[src/inc/ftc_defines.vh]
/*
 * Offsets, field positions, reset values and timing counts for the two-fan
 * tachometer counter.
 * Assumes it is included by bare name from a design file.
 */
`ifndef FTC_DEFINES_VH
`define FTC_DEFINES_VH

// ==========================================================================
// Register indices (byte address is four times the index)
`define FTC_IDX_FIRST_FAN_CHANNEL_CLKSEL   8'h56
`define FTC_IDX_SECOND_FAN_CHANNEL_CLKSEL   8'h57
`define FTC_IDX_FIRST_FAN_CHANNEL_COUNT    8'h59
`define FTC_IDX_SECOND_FAN_CHANNEL_COUNT    8'h5A
`define FTC_IDX_DIV_CONFIG    8'h5B

// ==========================================================================
// Configuration register fields
`define FTC_CFG_SRC1_BIT      0
`define FTC_CFG_SRC2_BIT      1
`define FTC_CFG_MUL1_BIT      2
`define FTC_CFG_MUL2_BIT      3
`define FTC_CFG_DIV1_LSB      4
`define FTC_CFG_DIV2_LSB      6
`define FTC_CLKSEL_BIT        7

// ==========================================================================
// Reset values
`define FTC_CFG_RESET         8'h50
`define FTC_CLKSEL_RESET      8'h00
`define FTC_COUNT_RESET       8'h00

// ==========================================================================
// Count clock base periods in system clock cycles, by {source, select}
`define FTC_BASE_PER_00       16'h0640
`define FTC_BASE_PER_01       16'h0320
`define FTC_BASE_PER_10       16'h0190
`define FTC_BASE_PER_11       16'h00C8

// ==========================================================================
// Bus answers
`define FTC_RESP_OKAY         2'h0
`define FTC_RESP_SLVERR       2'h2

`endif

[src/core/ftc_fan_tach_counter.v]
/*
 * Two-fan tachometer counter with an AXI4-Lite register slave.
 * Assumes tachometer inputs already synchronous to clock; one write and
 * one read outstanding at most, as AXI4-Lite masters behave.
 */
// The AXI4-Lite slave port was decided locally.
//
// Contract
// - Fan two count clock from source bit, multiplier bit and its clock select.
// - Config bit 2 is fan one multiplier; zero leaves clock unmultiplied.
// - Fan one multiplier set doubles clock chosen by config bit 0 and select.
// - Config bit 3 doubles fan two clock chosen by bit 1 and select.
// - Fan one divisor from config bits 5:4: 1, 2, 4 or 8.
// - Fan two divisor from config bits 7:6, same encoding.
// - Both divisor fields select divide by two after reset.
// - Fan one result held as an 8-bit count.
// - Count divided count clock ticks over each tachometer period.
// - Latch final count of previous period; running count never visible.
`timescale 1ns/1ps
`default_nettype none
`include "ftc_defines.vh"

module ftc_fan_tach_counter (
	// Clock and reset
	input  wire        clock,
	input  wire        rst_n,
	// Fan tachometer inputs
	input  wire        fanOneTach,
	input  wire        fanTwoTach,
	// AXI4-Lite write address
	input  wire [11:0] s_axi_awaddr,
	input  wire        s_axi_awvalid,
	output wire        s_axi_awready,
	// AXI4-Lite write data
	input  wire [31:0] s_axi_wdata,
	input  wire [3:0]  s_axi_wstrb,
	input  wire        s_axi_wvalid,
	output wire        s_axi_wready,
	// AXI4-Lite write response
	output wire [1:0]  s_axi_bresp,
	output wire        s_axi_bvalid,
	input  wire        s_axi_bready,
	// AXI4-Lite read address
	input  wire [11:0] s_axi_araddr,
	input  wire        s_axi_arvalid,
	output wire        s_axi_arready,
	// AXI4-Lite read data
	output wire [31:0] s_axi_rdata,
	output wire [1:0]  s_axi_rresp,
	output wire        s_axi_rvalid,
	input  wire        s_axi_rready
);

	// ======================================================================
	// Functions

	// Returns the register index, or 8'hFF when the address is misaligned or has bits 11:10 set
	function [7:0] regIndex;
		input [11:0] addr;
		begin
			if (addr[11:10] != 2'h0 || addr[1:0] != 2'h0) begin
				regIndex = 8'hFF;
			end else begin
				regIndex = addr[9:2];
			end
		end
	endfunction

	function isMapped;
		input [7:0] idx;
		begin
			isMapped = (idx == `FTC_IDX_FIRST_FAN_CHANNEL_CLKSEL) ||
			           (idx == `FTC_IDX_SECOND_FAN_CHANNEL_CLKSEL) ||
			           (idx == `FTC_IDX_FIRST_FAN_CHANNEL_COUNT)  ||
			           (idx == `FTC_IDX_SECOND_FAN_CHANNEL_COUNT)  ||
			           (idx == `FTC_IDX_DIV_CONFIG);
		end
	endfunction

	// Unmapped or misaligned access answers with an error
	function [1:0] respCode;
		input [7:0] idx;
		begin
			if (isMapped(idx)) begin
				respCode = `FTC_RESP_OKAY;
			end else begin
				respCode = `FTC_RESP_SLVERR;
			end
		end
	endfunction

	// Registers are one byte wide; upper lanes read zero
	function [31:0] byteWord;
		input [7:0] value;
		begin
			byteWord = {24'h000000, value};
		end
	endfunction

	// Count clock period in system cycles for one fan
	function [15:0] tickPeriod;
		input       src;
		input       sel;
		input       mult;
		input [1:0] div;
		reg   [15:0] base;
		reg   [15:0] half;
		begin
			case ({src, sel})
				2'h0:    base = `FTC_BASE_PER_00;
				2'h1:    base = `FTC_BASE_PER_01;
				2'h2:    base = `FTC_BASE_PER_10;
				default: base = `FTC_BASE_PER_11;
			endcase
			// Doubling the count clock halves its period
			half = mult ? {1'b0, base[15:1]} : base;
			// Larger divisor means a slower count clock
			tickPeriod = half << div;
		end
	endfunction

	// ======================================================================
	// Registers

	reg [7:0]  cfg_ff;
	reg [7:0]  clkSelOne_ff;
	reg [7:0]  clkSelTwo_ff;
	reg [7:0]  result_ff [0:1];
	reg [7:0]  count_ff [0:1];
	reg [15:0] preCnt_ff [0:1];
	reg [1:0]  tachPrev_ff;

	reg        awready_ff;
	reg        wready_ff;
	reg        awGot_ff;
	reg        wGot_ff;
	reg [11:0] awAddr_ff;
	reg [31:0] wData_ff;
	reg [3:0]  wStrb_ff;
	reg        bvalid_ff;
	reg [1:0]  bresp_ff;
	reg        arready_ff;
	reg        rvalid_ff;
	reg [31:0] rdata_ff;
	reg [1:0]  rresp_ff;

	wire [1:0] tachNow;
	wire [15:0] period [0:1];

	assign tachNow = {fanTwoTach, fanOneTach};

	assign period[0] = tickPeriod(cfg_ff[`FTC_CFG_SRC1_BIT],
		clkSelOne_ff[`FTC_CLKSEL_BIT], cfg_ff[`FTC_CFG_MUL1_BIT],
		cfg_ff[`FTC_CFG_DIV1_LSB+1:`FTC_CFG_DIV1_LSB]);
	assign period[1] = tickPeriod(cfg_ff[`FTC_CFG_SRC2_BIT],
		clkSelTwo_ff[`FTC_CLKSEL_BIT], cfg_ff[`FTC_CFG_MUL2_BIT],
		cfg_ff[`FTC_CFG_DIV2_LSB+1:`FTC_CFG_DIV2_LSB]);

	// ======================================================================
	// Edge and tick strobes

	wire [1:0] tachRise;
	wire [1:0] tickDue;
	wire [1:0] countFull;

	assign tachRise     = tachNow & ~tachPrev_ff;
	// A tick is due when the prescaler reaches one less than its period
	assign tickDue[0]   = (preCnt_ff[0] >= period[0] - 16'h0001);
	assign tickDue[1]   = (preCnt_ff[1] >= period[1] - 16'h0001);
	assign countFull[0] = (count_ff[0] == 8'hFF);
	assign countFull[1] = (count_ff[1] == 8'hFF);

	// ======================================================================
	// Tachometer measurement

	integer i;

	// A config change applies at once, so the period in flight mixes both
	always @(posedge clock) begin
		if (!rst_n) begin
			// Take the pin level so a fan already high gives no false edge
			tachPrev_ff <= tachNow;
			for (i = 0; i < 2; i = i + 1) begin
				preCnt_ff[i] <= 16'h0000;
				count_ff[i]  <= 8'h00;
				result_ff[i] <= `FTC_COUNT_RESET;
			end
		end else begin
			tachPrev_ff <= tachNow;
			for (i = 0; i < 2; i = i + 1) begin
				if (tachRise[i]) begin
					// Rising edge closes one full period
					result_ff[i] <= count_ff[i];
					count_ff[i]  <= 8'h00;
					preCnt_ff[i] <= 16'h0000;
				end else if (tickDue[i]) begin
					preCnt_ff[i] <= 16'h0000;
					// Slow fan reads as the largest count; a stalled fan keeps its last result
					if (!countFull[i]) begin
						count_ff[i] <= count_ff[i] + 8'h01;
					end
				end else begin
					preCnt_ff[i] <= preCnt_ff[i] + 16'h0001;
				end
			end
		end
	end

	// ======================================================================
	// AXI4-Lite write path

	wire awTake;
	wire wTake;
	wire doWrite;
	wire [7:0] wIdx;

	assign awTake  = s_axi_awvalid && awready_ff;
	assign wTake   = s_axi_wvalid && wready_ff;
	assign doWrite = awGot_ff && wGot_ff && !bvalid_ff;
	assign wIdx    = regIndex(awAddr_ff);

	always @(posedge clock) begin
		if (!rst_n) begin
			awready_ff   <= 1'b1;
			wready_ff    <= 1'b1;
			awGot_ff     <= 1'b0;
			wGot_ff      <= 1'b0;
			awAddr_ff    <= 12'h000;
			wData_ff     <= 32'h00000000;
			wStrb_ff     <= 4'h0;
			bvalid_ff    <= 1'b0;
			bresp_ff     <= `FTC_RESP_OKAY;
			cfg_ff       <= `FTC_CFG_RESET;
			clkSelOne_ff <= `FTC_CLKSEL_RESET;
			clkSelTwo_ff <= `FTC_CLKSEL_RESET;
		end else begin
			if (awTake) begin
				awAddr_ff  <= s_axi_awaddr;
				awGot_ff   <= 1'b1;
				awready_ff <= 1'b0;
			end
			if (wTake) begin
				wData_ff  <= s_axi_wdata;
				wStrb_ff  <= s_axi_wstrb;
				wGot_ff   <= 1'b1;
				wready_ff <= 1'b0;
			end
			if (doWrite) begin
				awGot_ff  <= 1'b0;
				wGot_ff   <= 1'b0;
				bvalid_ff <= 1'b1;
				bresp_ff  <= respCode(wIdx);
				// Only lane 0 carries data; count registers ignore writes
				if (wStrb_ff[0]) begin
					case (wIdx)
						`FTC_IDX_DIV_CONFIG: begin
							cfg_ff <= wData_ff[7:0];
						end
						`FTC_IDX_FIRST_FAN_CHANNEL_CLKSEL: begin
							clkSelOne_ff <= wData_ff[7:0];
						end
						`FTC_IDX_SECOND_FAN_CHANNEL_CLKSEL: begin
							clkSelTwo_ff <= wData_ff[7:0];
						end
						default: begin
						end
					endcase
				end
			end
			// Readies reopen only once the answer is taken
			if (bvalid_ff && s_axi_bready) begin
				bvalid_ff  <= 1'b0;
				awready_ff <= 1'b1;
				wready_ff  <= 1'b1;
			end
		end
	end

	// ======================================================================
	// AXI4-Lite read path

	wire arTake;
	wire [7:0] rIdx;

	assign arTake = s_axi_arvalid && arready_ff;
	assign rIdx   = regIndex(s_axi_araddr);

	always @(posedge clock) begin
		if (!rst_n) begin
			arready_ff <= 1'b1;
			rvalid_ff  <= 1'b0;
			rdata_ff   <= 32'h00000000;
			rresp_ff   <= `FTC_RESP_OKAY;
		end else begin
			// Answer stands until rready; arready stays low meanwhile
			if (arTake) begin
				arready_ff <= 1'b0;
				rvalid_ff  <= 1'b1;
				rresp_ff   <= respCode(rIdx);
				case (rIdx)
					`FTC_IDX_DIV_CONFIG: begin
						rdata_ff <= byteWord(cfg_ff);
					end
					`FTC_IDX_FIRST_FAN_CHANNEL_CLKSEL: begin
						rdata_ff <= byteWord(clkSelOne_ff);
					end
					`FTC_IDX_SECOND_FAN_CHANNEL_CLKSEL: begin
						rdata_ff <= byteWord(clkSelTwo_ff);
					end
					`FTC_IDX_FIRST_FAN_CHANNEL_COUNT: begin
						rdata_ff <= byteWord(result_ff[0]);
					end
					`FTC_IDX_SECOND_FAN_CHANNEL_COUNT: begin
						rdata_ff <= byteWord(result_ff[1]);
					end
					default: begin
						rdata_ff <= 32'h00000000;
					end
				endcase
			end else if (rvalid_ff && s_axi_rready) begin
				rvalid_ff  <= 1'b0;
				arready_ff <= 1'b1;
			end
		end
	end

	// ======================================================================
	// Outputs

	assign s_axi_awready = awready_ff;
	assign s_axi_wready  = wready_ff;
	assign s_axi_bvalid  = bvalid_ff;
	assign s_axi_bresp   = bresp_ff;
	assign s_axi_arready = arready_ff;
	assign s_axi_rvalid  = rvalid_ff;
	assign s_axi_rdata   = rdata_ff;
	assign s_axi_rresp   = rresp_ff;

endmodule

`default_nettype wire

[config.mk]
export PLATFORM = sky130hd
export DESIGN_NAME = ftc_fan_tach_counter
export DESIGN_NICKNAME = d
export VERILOG_FILES = /design/src/core/ftc_fan_tach_counter.v
export VERILOG_INCLUDE_DIRS = /design/src /design/src/inc
export SDC_FILE = /design/constraint.sdc
export NUM_CORES = 1
export LEC_CHECK = 0
export BUFFER_PORTS_ARGS = -buffer_cell sky130_fd_sc_hd__buf_2
export CAP_MARGIN = 20
export CELL_PAD_IN_SITES_DETAIL_PLACEMENT = 0
export CELL_PAD_IN_SITES_GLOBAL_PLACEMENT = 1
export CORE_UTILIZATION = 50
export CTS_BUF_LIST = sky130_fd_sc_hd__clkbuf_2
export DETAILED_ROUTE_END_ITERATION = 7
export PLACE_DENSITY_LB_ADDON = 0.05
export SLEW_MARGIN = 40
export SYNTH_ARGS = -nofsm -noshare
export SYNTH_HDL_FRONTEND = slang
export SYNTH_SLANG_ARGS = --single-unit
[constraint.sdc]
create_clock -name clock -period 6.82 [get_ports clock]
set_input_delay 1.364 -clock clock [delete_from_list [all_inputs] [get_ports clock]]
set_output_delay 1.364 -clock clock [all_outputs]
set_load 0.01 [all_outputs]
==> results_dict.tcl, run 1 <==
set metrics [dict create \
    via_per_inst 5.318 \
    first_global_vias 5917 \
    rsz0062_at_grt "false" \
    drv_slew 0 \
    hold_viol 0 \
    tightestPinTransition_ns 0.7293 \
    die_w_microns 129.1 \
    finalSetupTns_ns 0 \
    gp_congestion 0.8673 \
    synth_edf_count 64 \
    io_pins 110 \
    hold_path_class "reg -> reg" \
    grt_max_degree 65 \
    vias 6270 \
    top_layer "met4" \
    endpoint_kind "flop" \
    async_flop_share_pct 0 \
    drt-pass1-iter-count 4 \
    drv_cap 0 \
    ys_types 66 \
    hold_buffers 0 \
    io_buffers 56 \
    synth_ff_type "edfxtp_1" \
    layout.nets 1063 \
    htree_levels 4 \
    wl_per_cell_microns 14.57 \
    whs_path_depth 2 \
    rrSetupSlack_ns 1.93 \
    cts.sinks 128 \
    drc_errors 0 \
    ys_warn_count 0 \
    clockBufferDepth 2 \
    dr_wl_met3_microns 532 \
    ir_drop_mv 0.1325 \
    fmax_ghz 0.2044 \
    crit_required_ns 7.18 \
    clk_latency_ns 0.70 \
    utilization_pct 55.81 \
    wl_met1_mm 8.118 \
    hp-start "awAddr_ff[0]" \
    drt_iter0_drc 280 \
    worstSetupPathType "reg -> reg" \
    wirelength_mm 17.18 \
    rr_worst_depth 13 \
    cts_made_buffers 17 \
    fp.dieArea_sq_um 16680 \
    status "finished clean" \
    leakage_nw 3.563 \
    arrival_ns 5.25 \
    area_delta_synth_final_pct 9.288 \
    yosys_register_bits 128 \
    met2WireLength_mm 8.412 \
    cts_tree "yes" \
    rows 46 \
    r2r-end "count_ff[1][4]" \
    overflow 0 \
    dpl.hpwl_mm 12.91 \
    period_needed_ns 4.891 \
    syn_area_sq_um 8083 \
    grt_pass1_wl_mm 28.57 \
    cts.clk_slew.worst_paths_ns 0.23 \
    critical_path_peak_fanout 17 \
    die_y_microns 129.1 \
    whs_endpoint "awAddr_ff[0]" \
    antenna_found_initial 1 \
    syn_inst 870 \
    fin_skew_ns 0.05292 \
    fin_crit_sh_pct 71.72 \
    synth_seq_area_share_pct 39.63 \
    cts-root-buf "clkbuf_2" \
    p_per_area_nw_per_um2 171.8 \
    setup_viol 0 \
    cts_setup_buffers 0 \
    coreArea_sq_um 15830 \
    grt.total_usage_pct 21.61 \
    maxSlewHeadroom_pct 50.76 \
    drive_gt1_share_pct 12.27 \
    start_util_pct 51.07 \
    antenna_left 0 \
    r2r_start "cfg_ff[3]" \
    postCtsResizedCells 0 \
    avgSynthCellArea_sq_um 9.291 \
    start_kind "flop" \
]
[critical path, cell delays in order, from the launching register on]
cell and delay [ns]:
dfxtp_1 0.79, inv_1 0.40, o311a_1 0.45, o311ai_0 0.62, nand2b_1 0.24, nor2_1 0.05
o31a_1 0.27, ha_1 0.30, a21oi_1 0.06, nor2b_1 0.10, o21ai_0 0.08, a211o_1 0.27
and3_1 0.31, o21ai_1 0.63
[cell families after synthesis]
| family | Yosys count | share of synthesized area [%] |
|---|---|---|
| simple gates | 336 | 21.21 |
| buf+inv | 87 | 5.325 |
| fa+ha+maj | 46 | 7.090 |
| flops | 128 | 39.63 |
| other cells | 2 | 0.09291 |
| mux | 45 | 6.099 |
| compound gates | 170 | 14.49 |
| xor+xnor | 56 | 6.068 |
[report_power, final]
group | leakage, nW | total [mW] | internal (mW) | switching, mW
clock | 0.138 | 0.468 | 0.142 | 0.326
sequential | 1.20 | 0.898 | 0.858 | 0.0398
combinational | 2.23 | 0.152 | 0.0607 | 0.0909
[cell usage after synthesis (all sizes together) (3+ instances only)]
library cell | count | area [sq um]
nand4 | 10 | 62.56
a211o | 4 | 35.03
clkbuf | 26 | 97.59
or3 | 3 | 23.77
a221oi | 8 | 70.07
nor3 | 17 | 95.09
nor4b | 4 | 47.55
or2 | 3 | 18.77
edfxtp | 64 | 1922
mux4 | 3 | 67.56
a21boi | 26 | 195.2
and3 | 21 | 131.4
nand2b | 13 | 81.33
a21o | 15 | 112.6
o21a | 4 | 30.03
a31oi | 12 | 75.07
nand3 | 25 | 125.1
buf | 36 | 239.0
nand3b | 6 | 45.04
nor4 | 4 | 25.02
nor2b | 31 | 193.9
a22oi | 10 | 75.07
dfxtp | 64 | 1281
mux2 | 4 | 45.04
nor3b | 4 | 30.03
nor2 | 67 | 254.0
mux2i | 38 | 380.4
and2 | 24 | 150.1
o211ai | 8 | 60.06
a311oi | 3 | 32.53
o21ai | 33 | 165.2
xor2 | 31 | 271.5
inv | 25 | 93.84
ha | 45 | 563.0
nand2 | 98 | 367.9
xnor2 | 25 | 219.0
a21oi | 28 | 140.1
[cell type report]
type | count | area (sq um)
fillers | 1442 | 6994
diodes | 1 | 2.502
multi-input cells | 715 | 4705
well taps | 216 | 270.3
flip-flops and latches | 128 | 3206
clock inverters | 15 | 146.4
clock buffers | 17 | 85.08
repair buffers | 62 | 325.3
inverters | 25 | 93.84
[per-stage QoR]
| stage | setup WS (ns) | instance area, sq um | power [mW] | std cells | hold WS [ns] |
|---|---|---|---|---|---|
| 5_1_grt | 1.527 | 8833 | 1.597 | 1179 | 0.5078 |
| 3_5_place_dp | 1.950 | 8591 | 1.067 | 1146 | 0.4561 |
| 3_3_place_gp | 1.752 | 8567 | 1.058 | 1146 | 0.4502 |
| 4_1_cts | 1.942 | 8822 | 1.535 | 1178 | 0.4805 |
| 6_report | 1.929 | 8833 | 1.518 | 1179 | 0.4800 |
| 2_1_floorplan | 2.597 | 8308 | 1.017 | 930 | 0.4387 |
[cell usage in the layout (no fill, tap or decap), types with 15 or more instances in the layout]
master / Yosys / routed
and2_1: 24 / 24
edfxtp_1: 64 / 64
mux2i_1: 38 / 38
dfxtp_1: 64 / 62
nand3_1: 25 / 25
xnor2_1: 25 / 25
a21boi_0: 26 / 25
clkbuf_2: 0 / 17
a21oi_1: 28 / 28
nor3_1: 15 / 15
nand2_1: 98 / 98
conb_1: 2 / 62
and3_1: 21 / 21
inv_1: 25 / 25
nor2b_1: 31 / 31
buf_2: 5 / 56
ha_1: 45 / 45
o21ai_0: 33 / 32
nor2_1: 66 / 66
a21o_1: 15 / 15
xor2_1: 31 / 31
[sequential cells by signal (all words and copies together) (netlist names)]
signal	flops
clkSelTwo_ff	8
s_axi_rvalid	1
wStrb_ff	1
s_axi_rdata	8
count_ff	16
s_axi_bresp	1
cfg_ff	8
s_axi_rresp	1
wGot_ff	1
wData_ff	8
awAddr_ff	12
s_axi_arready	1
s_axi_awready	1
awGot_ff	1
result_ff	16
clkSelOne_ff	8
tachPrev_ff	2
preCnt_ff	32
s_axi_wready	1
s_axi_bvalid	1
[metal layers]
layer / GRT usage, % / up-vias
met1: 28.16 / 2962
met4: 5.190 / 0
met3: 4.335 / 7
met5: 0 / -
li1: - / 3191
met2: 36.72 / 110
[worst max-delay path by stage]
stage	cells past startpoint	start	slack, ns	to
after CTS	13	cfg_ff[3]	1.94	count_ff[1][4]
final	13	cfg_ff[3]	1.93	count_ff[1][4]
after detailed placement	13	cfg_ff[3]	1.95	count_ff[1][2]
after global placement	13	cfg_ff[3]	1.75	count_ff[1][1]
after global routing	13	cfg_ff[3]	1.53	count_ff[1][4]
after floorplan	14	cfg_ff[1]	2.60	count_ff[1][0]
No activity file was read; power rests on OpenSTA's default activity.
==> run 2, diff against run 1 <==
--- a/config.mk
+++ b/config.mk
@@ -6,11 +6,12 @@
 export SDC_FILE = /design/constraint.sdc
 export NUM_CORES = 1
 export LEC_CHECK = 0
+export ABC_AREA = 1
 export BUFFER_PORTS_ARGS = -buffer_cell sky130_fd_sc_hd__buf_2
 export CAP_MARGIN = 20
 export CELL_PAD_IN_SITES_DETAIL_PLACEMENT = 0
 export CELL_PAD_IN_SITES_GLOBAL_PLACEMENT = 1
-export CORE_UTILIZATION = 50
+export CORE_UTILIZATION = 44
 export CTS_BUF_LIST = sky130_fd_sc_hd__clkbuf_2
 export DETAILED_ROUTE_END_ITERATION = 7
 export PLACE_DENSITY_LB_ADDON = 0.05
==> constraint.sdc (replaced) <==
create_clock -name clock -period 4.85 [get_ports clock]
set_input_delay 0.97 -clock clock [delete_from_list [all_inputs] [get_ports clock]]
set_output_delay 0.97 -clock clock [all_outputs]
set_load 0.01 [all_outputs]
==> run 2 against run 1 <==
Net effect: wire length fell by 3.1%; critical path depth rose by 8; total power rose by 51%; register-to-register slack got worse by 1.0 ns; highest routed layer unchanged; clock skew fell by 0.017 ns; utilization fell by 6.3 points; first-iteration DRC count fell by 23%.
==> results_dict.tcl, run 2 <==
set metrics [dict create \
    status "finished clean" \
    crit_path_max_incr_delay_ns 0.62 \
    tightestPinTransition_ns 0.7244 \
    path_cells "inv_1 > nand3_1 > nand3_1 > ha_1 > inv_1 > nand3_1 > nand2_1 > nand2_1 > nand3_1 > nand2_1 > nand2_1 > inv_1 > ha_1 > nand2_1 > inv_1 > o21ai_0 > nand2_1 > a21oi_1 > nand2_1 > nand3_1 > nand2_1" \
    synth_top_area_share_pct 24.51 \
    netlist.top_cell.by_area "edfxtp_1" \
    dpl.hpwl_mm 12.58 \
    leakage_nw 3.922 \
    hold_viol 0 \
    setup_viol 0 \
    crit_required_ns 5.25 \
    drc_errors 0 \
    synth_most_common_cell "nand2_1" \
    cts_setup_buffers 0 \
    synth_edf_count 64 \
    arrival_ns 4.34 \
    drt_iter0_drc 216 \
    wirelength_mm 16.65 \
    htree_levels 4 \
    fmax_ghz 0.2536 \
    synth_area_leaders "edfxtp_1 25%, dfxtp_1 16%, nand2_1 8.1%, nor2_1 7.8%, ha_1 7.2%" \
    layout.nets 1209 \
    finalSetupTns_ns 0 \
    io_buffers 56 \
    start_util_pct 45.18 \
    first_global_vias 5925 \
    gp_congestion 0.7528 \
    clkPwrFrac_pct 35.2 \
    start_kind "flop" \
    worstSetupPathType "reg -> reg" \
    drv_slew 0 \
    period_needed_ns 3.943 \
    rows 48 \
    rsz0062_at_grt "false" \
    cts_made_buffers 17 \
    path_common_cell "nand2_1" \
    yosys_register_bits 128 \
    antenna_left 0 \
    largest_register "preCnt_ff" \
    clk_latency_ns 0.70 \
    maxSlewHeadroom_pct 51.49 \
    cts.clk_slew.worst_paths_ns 0.21 \
    drive_gt1_share_pct 11.19 \
    layout_commonest_cell "nand2_1" \
    grt_pass1_wl_mm 27.90 \
    postCtsResizedCells 0 \
    grt_max_degree 51 \
    ir_drop_mv 0.1825 \
    critical_path_peak_fanout 15 \
    coreArea_sq_um 17360 \
    fp.dieArea_sq_um 18360 \
    switching_share_pct 28.62 \
    reg_top3 "preCnt_ff: 32 flops, count_ff: 16 flops, result_ff: 16 flops" \
    comb_power_share_pct 10.0 \
    syn_area_sq_um 7843 \
    die_y_microns 135.5 \
    cp_slowest_cell "dfxtp_1" \
    io_pins 110 \
    dp_slack_ns 0.8936 \
    seq_power_share_pct 54.7 \
    overflow 0 \
    synth_ff_type "edfxtp_1" \
    synth_common_cells "169 x nand2_1, 162 x nor2_1, 105 x inv_1" \
    p_per_area_nw_per_um2 267.1 \
    hold_path_class "in -> reg" \
    area_delta_synth_final_pct 9.541 \
    antenna_found_initial 1 \
    largest_reg_flops 32 \
    fin_skew_ns 0.03544 \
    fin_crit_sh_pct 81.30 \
    drt-pass1-iter-count 5 \
    async_flop_share_pct 0 \
    via_per_inst 4.764 \
    cts-root-buf "clkbuf_2" \
    cts_tree "yes" \
    vias 6355 \
    hold_buffers 0 \
    p_sw_uw 656.9 \
    ys_warn_count 0 \
    timing.final.ws_setup_ns 0.9067 \
    wl_per_cell_microns 12.48 \
    die_w_microns 135.5 \
    clockBufferDepth 2 \
    syn_inst 1010 \
    avgSynthCellArea_sq_um 7.765 \
    cts.sinks 128 \
    internal-power_mw 1.638 \
    synth_seq_area_share_pct 40.84 \
    ys_types 43 \
    endpoint_kind "flop" \
    grt.total_usage_pct 19.23 \
    drv_cap 0 \
    final_cell_mix "169 x nand2_1, 162 x nor2_1, 105 x inv_1" \
]
run 2: changes by cell type after synthesis, moves of 25 or more:
cell	change
nand2_1	+71
nor2b_1	-31
a21boi_0	-25
nand3_1	+57
o21ai_0	+39
mux2i_1	-38
nor2_1	+96
inv_1	+80
run 2: path summary, 6_finish.rpt:
check / slack, ns / to / start / cells past startpoint
setup / recovery: 0.91 / count_ff[0][6] / cfg_ff[4] / 21
hold / removal: 0.38 / tachPrev_ff[0] / fanOneTach / 1
setup reg to reg: 0.91 / count_ff[0][6] / cfg_ff[4] / 21
hold reg to reg: 0.47 / awAddr_ff[7] / awAddr_ff[7] / 2
run 2: metal layers:
layer | routed length [microns] | up-vias | track usage (%)
li1 | - | 3431 | -
met1 | 8399 | 2832 | 25.97
met2 | 7672 | 80 | 31.08
met3 | 430 | 12 | 3.928
met4 | 146 | 0 | 5.306
met5 | 0 | - | 0
run 2: power by group through the flow:
stage / Clock [mW] / Sequential [mW] / Combinational [mW]
2_1_floorplan: 0 / 1.27 / 0.176
3_3_place_gp: 0 / 1.28 / 0.230
3_5_place_dp: 0 / 1.28 / 0.232
4_1_cts: 0.835 / 1.26 / 0.234
5_1_grt: 0.877 / 1.27 / 0.268
6_report: 0.808 / 1.26 / 0.230
run 2: final cells by class:
class / instances / area [sq um]
fillers: 1829 / 8766
multi-input cells: 780 / 4099
flip-flops and latches: 128 / 3203
inverters: 111 / 419.2
repair buffers: 57 / 287.8
well taps: 225 / 281.5
clock inverters: 14 / 207.7
clock buffers: 18 / 90.09
diodes: 1 / 2.502
run 2: cells by family (layout without fill, tap and decap cells):
kind of cell    after synthesis  count (layout)  share of synthesized area, %
buf+inv                     162             200                         9.812
flops                       128             128                         40.84
fa+ha+maj                    45              45                         7.179
simple gates                480             480                         27.14
other cells                   2              63                       0.09576
xor+xnor                     42              42                         4.690
compound gates              151             151                         10.24
run 2: worst max-delay path, delay by kind of cell, from the launching register on:
family | cells | cell delay (ns)
AO/OA/AOI/OAI | 2 | 0.32
buffers and inverters | 4 | 0.50
AND/OR/NAND/NOR | 13 | 1.71
adder cells (fa/ha/maj) | 2 | 0.51
flip-flops | 1 | 0.62
run 2: metrics by stage:
stage	cells	util [%]	power [mW]	instance area, sq um	hold WS [ns]
after floorplan	1070	-	1.447	8068	0.4291
after global placement	1301	47.74	1.509	8287	0.4507
after detailed placement	1301	47.77	1.513	8290	0.4526
after CTS	1333	49.48	2.326	8588	0.3036
after global routing	1334	49.50	2.413	8591	0.2874
final	1334	49.50	2.295	8591	0.3772
